<file path="config.mk">
export PLATFORM = sky130hd
export DESIGN_NAME = ufwd_ctrl
export DESIGN_NICKNAME = d
export VERILOG_FILES = /design/src/ufwd_pkg.sv /design/src/ufwd_ctrl.sv
export VERILOG_INCLUDE_DIRS = /design/src
export SDC_FILE = /design/constraint.sdc
export NUM_CORES = 1
export LEC_CHECK = 0
export BUFFER_PORTS_ARGS = -buffer_cell sky130_fd_sc_hd__clkbuf_2
export CAP_MARGIN = 10
export CORE_MARGIN = 2
export CORE_UTILIZATION = 40
export CTS_CLUSTER_DIAMETER = 50
export DETAILED_ROUTE_END_ITERATION = 6
export PLACE_DENSITY_LB_ADDON = 0.12
export SKIP_LAST_GASP = 1
export SYNTH_ARGS = -nofsm -noshare
export SYNTH_HDL_FRONTEND = slang
export SYNTH_SLANG_ARGS = --single-unit
</file>
<file path="constraint.sdc">
create_clock -name pclk -period 2.94 [get_ports pclk]
set_clock_uncertainty 0.1 [all_clocks]
set_input_delay 0.588 -clock pclk [delete_from_list [all_inputs] [get_ports pclk]]
set_output_delay 0.588 -clock pclk [all_outputs]
set_load 0.03 [all_outputs]
</file>
<file path="src/ufwd_regs.svh">
`ifndef UFWD_REGS_SVH
`define UFWD_REGS_SVH

// register indices; byte address is four times the index
`define UFWD_IDX_GC16 10'h084
`define UFWD_IDX_GC17 10'h085
`define UFWD_IDX_GC18 10'h086
`define UFWD_IDX_MAC0 10'h068
`define UFWD_IDX_MAC5 10'h06D

// field positions
`define UFWD_DRV_HI 7
`define UFWD_DRV_LO 6
`define UFWD_EN_BIT 5
`define UFWD_SELF_BIT 6
`define UFWD_MAP_HI 4
`define UFWD_MAP_LO 0

// reset values
`define UFWD_DRV_RST 2'h1
`define UFWD_MAP_RST 5'h00
`define UFWD_MAC_RST 8'h00

// drive strength codes
`define UFWD_DRV_4MA 2'h0
`define UFWD_DRV_8MA 2'h1
`define UFWD_DRV_10MA 2'h2
`define UFWD_DRV_14MA 2'h3

// misc widths
`define UFWD_MAP_W 5
`define UFWD_MAC_N 6

`endif

</file>
<file path="src/ufwd_pkg.sv">
package ufwd_pkg;

	// one frame lookup result from the switch tables
	typedef struct packed {
		logic valid;
		logic [47:0] dst_mac;
		logic miss_da;
		logic miss_vid;
		logic is_mcast;
		logic is_ip_mcast;
		logic [4:0] lookup_map;
	} ufwd_frame_t;

	// forwarding decision
	typedef struct packed {
		logic valid;
		logic drop;
		logic [4:0] port_map;
	} ufwd_dec_t;

	typedef enum logic [1:0] {
		UFWD_IDLE,
		UFWD_ACCESS,
		UFWD_DONE
	} ufwd_apb_st_t;

endpackage

</file>
<file path="src/ufwd_ctrl.sv">
`timescale 1ns/10ps
`include "ufwd_regs.svh"

// Functional notes
// - drive select codes 4, 8, 10, 14 mA
// - first edge after reset loads inverted strap high, strap low
// - strap low gives 10 mA, high 8 mA
// - multicast enable applies its bitmap, resets off
// - multicast bitmap filters, forwards or broadcasts
// - unknown VLAN enable applies its bitmap
// - unknown VLAN bitmap filters, forwards or broadcasts
// - self-address filter drops own-address frames
// - egress compare against MAC registers 104-109
// - IP multicast enable applies its bitmap
// - IP multicast bitmap filters, forwards, broadcasts
module ufwd_ctrl #(
	parameter int NPORTS = 5
) (
	// clock and reset
	input wire logic pclk,
	input wire logic presetn,
	// apb slave
	input wire logic psel,
	input wire logic penable,
	input wire logic pwrite,
	input wire logic [11:0] paddr,
	input wire logic [31:0] pwdata,
	output logic [31:0] prdata,
	output logic pready,
	output logic pslverr,
	// strap and pad control
	input wire logic drive_strength_strap_pin,
	output logic [1:0] drive_sel,
	// frame lookup in, decision out
	input wire ufwd_pkg::ufwd_frame_t frame_in,
	output ufwd_pkg::ufwd_dec_t dec_out
);

	// refused at elaboration: the five-bit maps cannot carry more ports
	if (NPORTS < 1 || NPORTS > `UFWD_MAP_W) begin : g_bad_nports
		$error("NPORTS must be 1 to 5");
	end

	localparam logic [4:0] PORT_MASK = 5'((1 << NPORTS) - 1);

	ufwd_pkg::ufwd_apb_st_t st_q;
	logic pready_q;
	logic pslverr_q;
	logic [31:0] prdata_q;
	logic [1:0] drv_q;
	logic strap_done_q;
	logic mc_en_q;
	logic [4:0] mc_map_q;
	logic vid_en_q;
	logic [4:0] vid_map_q;
	logic self_en_q;
	logic ipmc_en_q;
	logic [4:0] ipmc_map_q;
	logic [7:0] mac_q [`UFWD_MAC_N];
	ufwd_pkg::ufwd_dec_t dec_q;
	ufwd_pkg::ufwd_dec_t dec_d;

	logic [9:0] widx;
	logic hit_gc16;
	logic hit_gc17;
	logic hit_gc18;
	logic hit_mac;
	logic mapped;
	logic wr_en;
	logic rd_en;
	logic [2:0] mac_sel;
	logic [31:0] rdata_d;
	logic [47:0] own_mac;

	// address decode
	assign widx = paddr[11:2];
	assign hit_gc16 = widx == `UFWD_IDX_GC16;
	assign hit_gc17 = widx == `UFWD_IDX_GC17;
	assign hit_gc18 = widx == `UFWD_IDX_GC18;
	assign hit_mac = widx >= `UFWD_IDX_MAC0 && widx <= `UFWD_IDX_MAC5;
	assign mac_sel = 3'(widx - `UFWD_IDX_MAC0);
	assign mapped = hit_gc16 | hit_gc17 | hit_gc18 | hit_mac;

	// one wait state keeps pready and prdata straight from flops
	assign wr_en = psel & penable & pready_q & pwrite & mapped;
	assign rd_en = psel & penable & ~pready_q & ~pwrite;

	always_ff @(posedge pclk or negedge presetn) begin
		if (!presetn) begin
			st_q <= ufwd_pkg::UFWD_IDLE;
		end else begin
			case (st_q)
				ufwd_pkg::UFWD_IDLE: begin
					if (psel && !penable) begin
						st_q <= ufwd_pkg::UFWD_ACCESS;
					end
				end
				ufwd_pkg::UFWD_ACCESS: begin
					if (psel && penable) begin
						st_q <= ufwd_pkg::UFWD_DONE;
					end
				end
				ufwd_pkg::UFWD_DONE: begin
					st_q <= ufwd_pkg::UFWD_IDLE;
				end
				default: begin
					st_q <= ufwd_pkg::UFWD_IDLE;
				end
			endcase
		end
	end

	always_ff @(posedge pclk or negedge presetn) begin
		if (!presetn) begin
			pready_q <= 1'b0;
			pslverr_q <= 1'b0;
		end else begin
			pready_q <= psel & penable & ~pready_q;
			pslverr_q <= psel & penable & ~pready_q & ~mapped;
		end
	end

	// reserved bits read as zero
	always_comb begin
		rdata_d = 32'h0;
		if (hit_gc16) begin
			rdata_d[`UFWD_DRV_HI:`UFWD_DRV_LO] = drv_q;
			rdata_d[`UFWD_EN_BIT] = mc_en_q;
			rdata_d[`UFWD_MAP_HI:`UFWD_MAP_LO] = mc_map_q;
		end else if (hit_gc17) begin
			rdata_d[`UFWD_EN_BIT] = vid_en_q;
			rdata_d[`UFWD_MAP_HI:`UFWD_MAP_LO] = vid_map_q;
		end else if (hit_gc18) begin
			rdata_d[`UFWD_SELF_BIT] = self_en_q;
			rdata_d[`UFWD_EN_BIT] = ipmc_en_q;
			rdata_d[`UFWD_MAP_HI:`UFWD_MAP_LO] = ipmc_map_q;
		end else if (hit_mac) begin
			rdata_d[7:0] = mac_q[mac_sel];
		end
	end

	always_ff @(posedge pclk or negedge presetn) begin
		if (!presetn) begin
			prdata_q <= 32'h0;
		end else if (rd_en) begin
			prdata_q <= rdata_d;
		end
	end

	// strap caught on the first edge after release, never in reset
	always_ff @(posedge pclk or negedge presetn) begin
		if (!presetn) begin
			strap_done_q <= 1'b0;
			drv_q <= `UFWD_DRV_RST;
		end else if (!strap_done_q) begin
			strap_done_q <= 1'b1;
			drv_q <= {~drive_strength_strap_pin,
				drive_strength_strap_pin};
		end else if (wr_en && hit_gc16) begin
			drv_q <= pwdata[`UFWD_DRV_HI:`UFWD_DRV_LO];
		end
	end

	always_ff @(posedge pclk or negedge presetn) begin
		if (!presetn) begin
			mc_en_q <= 1'b0;
			mc_map_q <= `UFWD_MAP_RST;
		end else if (wr_en && hit_gc16) begin
			mc_en_q <= pwdata[`UFWD_EN_BIT];
			mc_map_q <= pwdata[`UFWD_MAP_HI:`UFWD_MAP_LO];
		end
	end

	always_ff @(posedge pclk or negedge presetn) begin
		if (!presetn) begin
			vid_en_q <= 1'b0;
			vid_map_q <= `UFWD_MAP_RST;
		end else if (wr_en && hit_gc17) begin
			vid_en_q <= pwdata[`UFWD_EN_BIT];
			vid_map_q <= pwdata[`UFWD_MAP_HI:`UFWD_MAP_LO];
		end
	end

	always_ff @(posedge pclk or negedge presetn) begin
		if (!presetn) begin
			self_en_q <= 1'b0;
			ipmc_en_q <= 1'b0;
			ipmc_map_q <= `UFWD_MAP_RST;
		end else if (wr_en && hit_gc18) begin
			self_en_q <= pwdata[`UFWD_SELF_BIT];
			ipmc_en_q <= pwdata[`UFWD_EN_BIT];
			ipmc_map_q <= pwdata[`UFWD_MAP_HI:`UFWD_MAP_LO];
		end
	end

	always_ff @(posedge pclk or negedge presetn) begin
		if (!presetn) begin
			for (int i = 0; i < `UFWD_MAC_N; i++) begin
				mac_q[i] <= `UFWD_MAC_RST;
			end
		end else if (wr_en && hit_mac) begin
			mac_q[mac_sel] <= pwdata[7:0];
		end
	end

	// first MAC register holds the most significant byte
	assign own_mac = {mac_q[0], mac_q[1], mac_q[2],
		mac_q[3], mac_q[4], mac_q[5]};

	// an unknown VLAN outranks an unknown group; self filter beats all
	always_comb begin
		dec_d.valid = frame_in.valid;
		dec_d.drop = 1'b0;
		dec_d.port_map = frame_in.lookup_map;
		if (frame_in.miss_vid && vid_en_q) begin
			dec_d.port_map = vid_map_q;
		end else if (frame_in.miss_da && frame_in.is_ip_mcast
			&& ipmc_en_q) begin
			dec_d.port_map = ipmc_map_q;
		end else if (frame_in.miss_da && frame_in.is_mcast
			&& !frame_in.is_ip_mcast && mc_en_q) begin
			dec_d.port_map = mc_map_q;
		end
		if (self_en_q && frame_in.dst_mac == own_mac) begin
			dec_d.drop = 1'b1;
			dec_d.port_map = 5'h00;
		end
		dec_d.port_map = dec_d.port_map & PORT_MASK;
	end

	always_ff @(posedge pclk or negedge presetn) begin
		if (!presetn) begin
			dec_q <= '0;
		end else begin
			dec_q <= dec_d;
		end
	end

	assign prdata = prdata_q;
	assign pready = pready_q;
	assign pslverr = pslverr_q;
	assign drive_sel = drv_q;
	assign dec_out = dec_q;
endmodule // ufwd_ctrl

</file>
==> impl_summary.txt <==
----------------------------------------------------
[Logic synthesis]
  Post-synthesis sequential area ratio ... 0.440
  Syn Area/Cell ... around 12 um^2
  Top area cells in the synthesized netlist ... sky130_fd_sc_hd__dfrtp_1 (44%), sky130_fd_sc_hd__mux2_2 (14%), sky130_fd_sc_hd__mux2i_1 (4.7%), sky130_fd_sc_hd__xor2_1 (4.4%), sky130_fd_sc_hd__buf_4 (4.2%)
  Number of register bits inferred by synthesis ... 87
  Count of warnings emitted by yosys ... 0
  Total standard cell area after synthesis ... 4950 um^2
  Async set-reset flop share out of synthesis ... 1.00
  Number of synthesized flops with an enable pin ... 0
  Cell type with the largest total area after synthesis ... sky130_fd_sc_hd__dfrtp_1
  Commonest cells in the netlist ... sky130_fd_sc_hd__dfrtp_1 (86), sky130_fd_sc_hd__mux2_2 (60), sky130_fd_sc_hd__buf_4 (28)
  Top-area cell type share of the netlist area ... 0.435
  Most used flip-flop cell after synthesis ... sky130_fd_sc_hd__dfrtp_1
  Leading cell type by number of instances after synthesis ... sky130_fd_sc_hd__dfrtp_1
  Post-synthesis instance total ... 408
  Count of different cell masters after synthesis ... 50

[Global route]
  Global-route wire length before repair ... 20.1 mm
  Maximum number of pins on one net before global-route repair ... 54
  Initial antenna violation count ... 0
  Aggregate global-route resource usage ... 0.204
  Total gr overflow ... 0
  Via count of the first global-routing pass ... 3,616

[Setup path]
  Reg-to-reg setup timing slack ... 920 ps
  Arrival time at the worst endpoint ... 2310 ps
  CP endpoint ... vid_map_q[4]
  CP Max Fanout ... 8
  Critical Path Start Type ... input pin
  Startpoint-to-endpoint class of the critical path ... input pin to register
  Worst EP required ... 3060 ps
  Worst Reg2Reg Path Length in Cells ... 6
  Timing startpoint of the critical path ... paddr[5]
  Worst setup EP type ... register
  Capture instance of the worst register-to-register path ... dec_out[5]
  Launch instance of the worst register-to-register path ... mac_q[12]

[Clocking]
  Gates resized, CTS repair ... 0
  TritonCTS Sinks ... 87
  Maximum buffer depth of the clock tree ... 2
  Root buffer selected by CTS ... sky130_fd_sc_hd__clkbuf_16
  Clock tree from TritonCTS ... built
  Clock buffers created by TritonCTS ... 9
  Number of H-tree branching levels ... 3
  Clock edge transition at the registers on the reported setup and hold paths ... 60 ps
  Post-CTS Setup Bufs ... 0
  Number of hold buffers added after cts ... 0
  Worst skew pair latency ... 330 ps

[Timing]
  Final Worst Setup Slack ... 755 ps
  Worst relative slew slack ... 0.647
  Transition time of the tightest slew-check pin ... 530 ps
  Post-layout minimum cycle time ... approximately 2200 ps
  Highest clock rate ... 458 MHz
  Final Hold Fails ... 0
  Share of the cycle needed by the critical path after routing ... 0.743
  Unrepaired setup endpoints after global routing ... no
  Final number of setup-violating endpoints ... 0
  Final TNS setup ... 0 ps
  Max-slew violation total from the final report ... 0

[Place]
  Count of port buffers added during placement ... 100
  Detailed-placement wirelength estimate ... 9.60 mm
  Pre-CTS WS ... 402 ps
  RD Place Congestion ... 0.782

[Final layout]
  Area added between synthesis and finish ... 18.4%
  Number of filler instances in the final layout ... about 1,100
  Area taken by multi-input logic gates ... 2530 um^2
  Area taken by flip-flops and latches ... between 2000 and 2500 um^2
  Final layout net count ... ~620
  Antenna diodes ... 0
  Proportion of layout cells with a drive suffix above 1 ... 0.416

[Power]
  Share of power burned in the clock network ... 0.417
  Static leakage ... 2.93 nW
  Internal power of the cells ... 2.05 mW
  Pwr Density ... 473 nW/um^2
  Switching power ... between 700 and 800 uW
  Fraction of power spent switching nets ... 0.259
  Logic pwr share ... 0.134
  Part of the total power dissipated in sequential elements ... 0.449
  Peak supply drop ... 0.000351 V

[Floorplanning]
  Floorplan Core Area ... roughly 12,000 um^2
  Starting utilization of the core area ... 0.410
  Die height ... 115 um
  X dimension of the die ... 115 um
  Top-level I/O count ... 151
  Standard-cell rows ... 40
  Die outline area ... 13,300 um^2

[Drt]
  DRC viols ... 0
  Number of optimization iterations in the first detailed-route pass ... 4
  Routed Wire Length ... 12.6 mm
  Count of vias placed by the detailed router ... 3,542
  Post-DR wirelength/cell ... roughly 18 um
  Number of design-rule violations left by the first detailed-router iteration ... 208
  Via-per-instance ratio ... 5.17
  Post-DRT Antenna Nets ... 0

[Status]
  Outcome ... complete, no violations

[Flow run]
  Max cap viols ... 0

[Hold path]
  Worst hold path type ... input pin to async pin

----------------------------------------------------
==> routing by layer <==
| layer | vias to the layer above | track usage | routed length [um] |
|---|---|---|---|
| met5 | - | 0 | 0 |
| met4 | 0 | 0.0562 | 141 |
| met3 | 11 | 0.0443 | 611 |
| met2 | 104 | 0.335 | 6140 |
| met1 | 1773 | 0.275 | 5690 |
| li1 | 1654 | - | - |
==> state kept, by name, summed over array words and instances (netlist names), 2 cells and up <==
signal      flops
mac_q          48
dec_out         7
vid_map_q       5
prdata          8
drive_sel       2
mc_map_q        5
ipmc_map_q      5
==> cell families after synthesis <==
family	after synthesis	share of synthesized area
mux	98	0.241
flops	87	0.440
simple gates	72	0.0994
compound gates	52	0.0703
buf+inv	51	0.0660
xor+xnor	46	0.0815
other cells	2	0.00152
==> how the worst min path moves through the flow <==
stage,startpoint,end,cells past startpoint
after floorplan,presetn,dec_out[0],0
after global placement,strap_done_q,drive_sel[0],1
after detailed placement,strap_done_q,drive_sel[0],1
after CTS,presetn,pready,1
after global routing,presetn,pready,1
final,presetn,pready,1
==> through the flow <==
stage | utilization | hold slack, ps | power, mW | cell area [um^2] | std cells
2_1_floorplan | - | 192 | 1.50 | 5030 | 431
3_3_place_gp | 0.461 | 338 | 1.64 | 5560 | 670
3_5_place_dp | 0.461 | 347 | 1.64 | 5560 | 670
4_1_cts | 0.486 | 123 | 2.81 | 5860 | 685
5_1_grt | 0.486 | 130 | 2.90 | 5860 | 685
6_report | 0.486 | 108 | 2.77 | 5860 | 685
==> cell type report <==
cell class,count,share of cell area
tap,168,0.0359
clock inverter,3,0.00726
clock buffer,12,0.0438
inverter,10,0.00641
sequential,87,0.372
multi-input combinational,293,0.431
timing repair buffer,112,0.103
==> worst max-delay path, cell delays in order <==
cell                       delay [ps]
sky130_fd_sc_hd__clkbuf_2         110
sky130_fd_sc_hd__nor4b_4          420
sky130_fd_sc_hd__nand3_4          180
sky130_fd_sc_hd__nor2_4           240
sky130_fd_sc_hd__and3_1           390
sky130_fd_sc_hd__mux2_2           380
==> placed cells by master (no fill, tap or decap), types with 3 or more instances in the layout <==
cell and count:
sky130_fd_sc_hd__clkbuf_2 99, sky130_fd_sc_hd__conb_1 25, sky130_fd_sc_hd__o22ai_1 8, sky130_fd_sc_hd__nor4_1 5
sky130_fd_sc_hd__nand4_1 6, sky130_fd_sc_hd__nand4b_1 3, sky130_fd_sc_hd__nand2_1 6, sky130_fd_sc_hd__o21ai_0 7
sky130_fd_sc_hd__xnor2_1 21, sky130_fd_sc_hd__a31oi_1 6, sky130_fd_sc_hd__a21oi_1 12, sky130_fd_sc_hd__dfrtp_1 86
sky130_fd_sc_hd__xor2_1 25, sky130_fd_sc_hd__mux4_2 8, sky130_fd_sc_hd__inv_1 10, sky130_fd_sc_hd__mux2_4 7
sky130_fd_sc_hd__nor2_1 25, sky130_fd_sc_hd__clkbuf_16 9, sky130_fd_sc_hd__mux2i_1 23, sky130_fd_sc_hd__a221oi_1 11
sky130_fd_sc_hd__mux2_2 60, sky130_fd_sc_hd__a311oi_1 6, sky130_fd_sc_hd__buf_4 12
==> power groups by stage <==
| stage | Clock (mW) | Sequential, mW | Combinational (mW) |
|---|---|---|---|
| 6_report | 1.16 | 1.25 | 0.371 |
| 3_3_place_gp | 0 | 1.27 | 0.373 |
| 3_5_place_dp | 0 | 1.27 | 0.376 |
| 4_1_cts | 1.18 | 1.25 | 0.377 |
| 2_1_floorplan | 0 | 1.33 | 0.178 |
| 5_1_grt | 1.24 | 1.25 | 0.408 |
No activity file was read; power rests on OpenSTA's default activity.
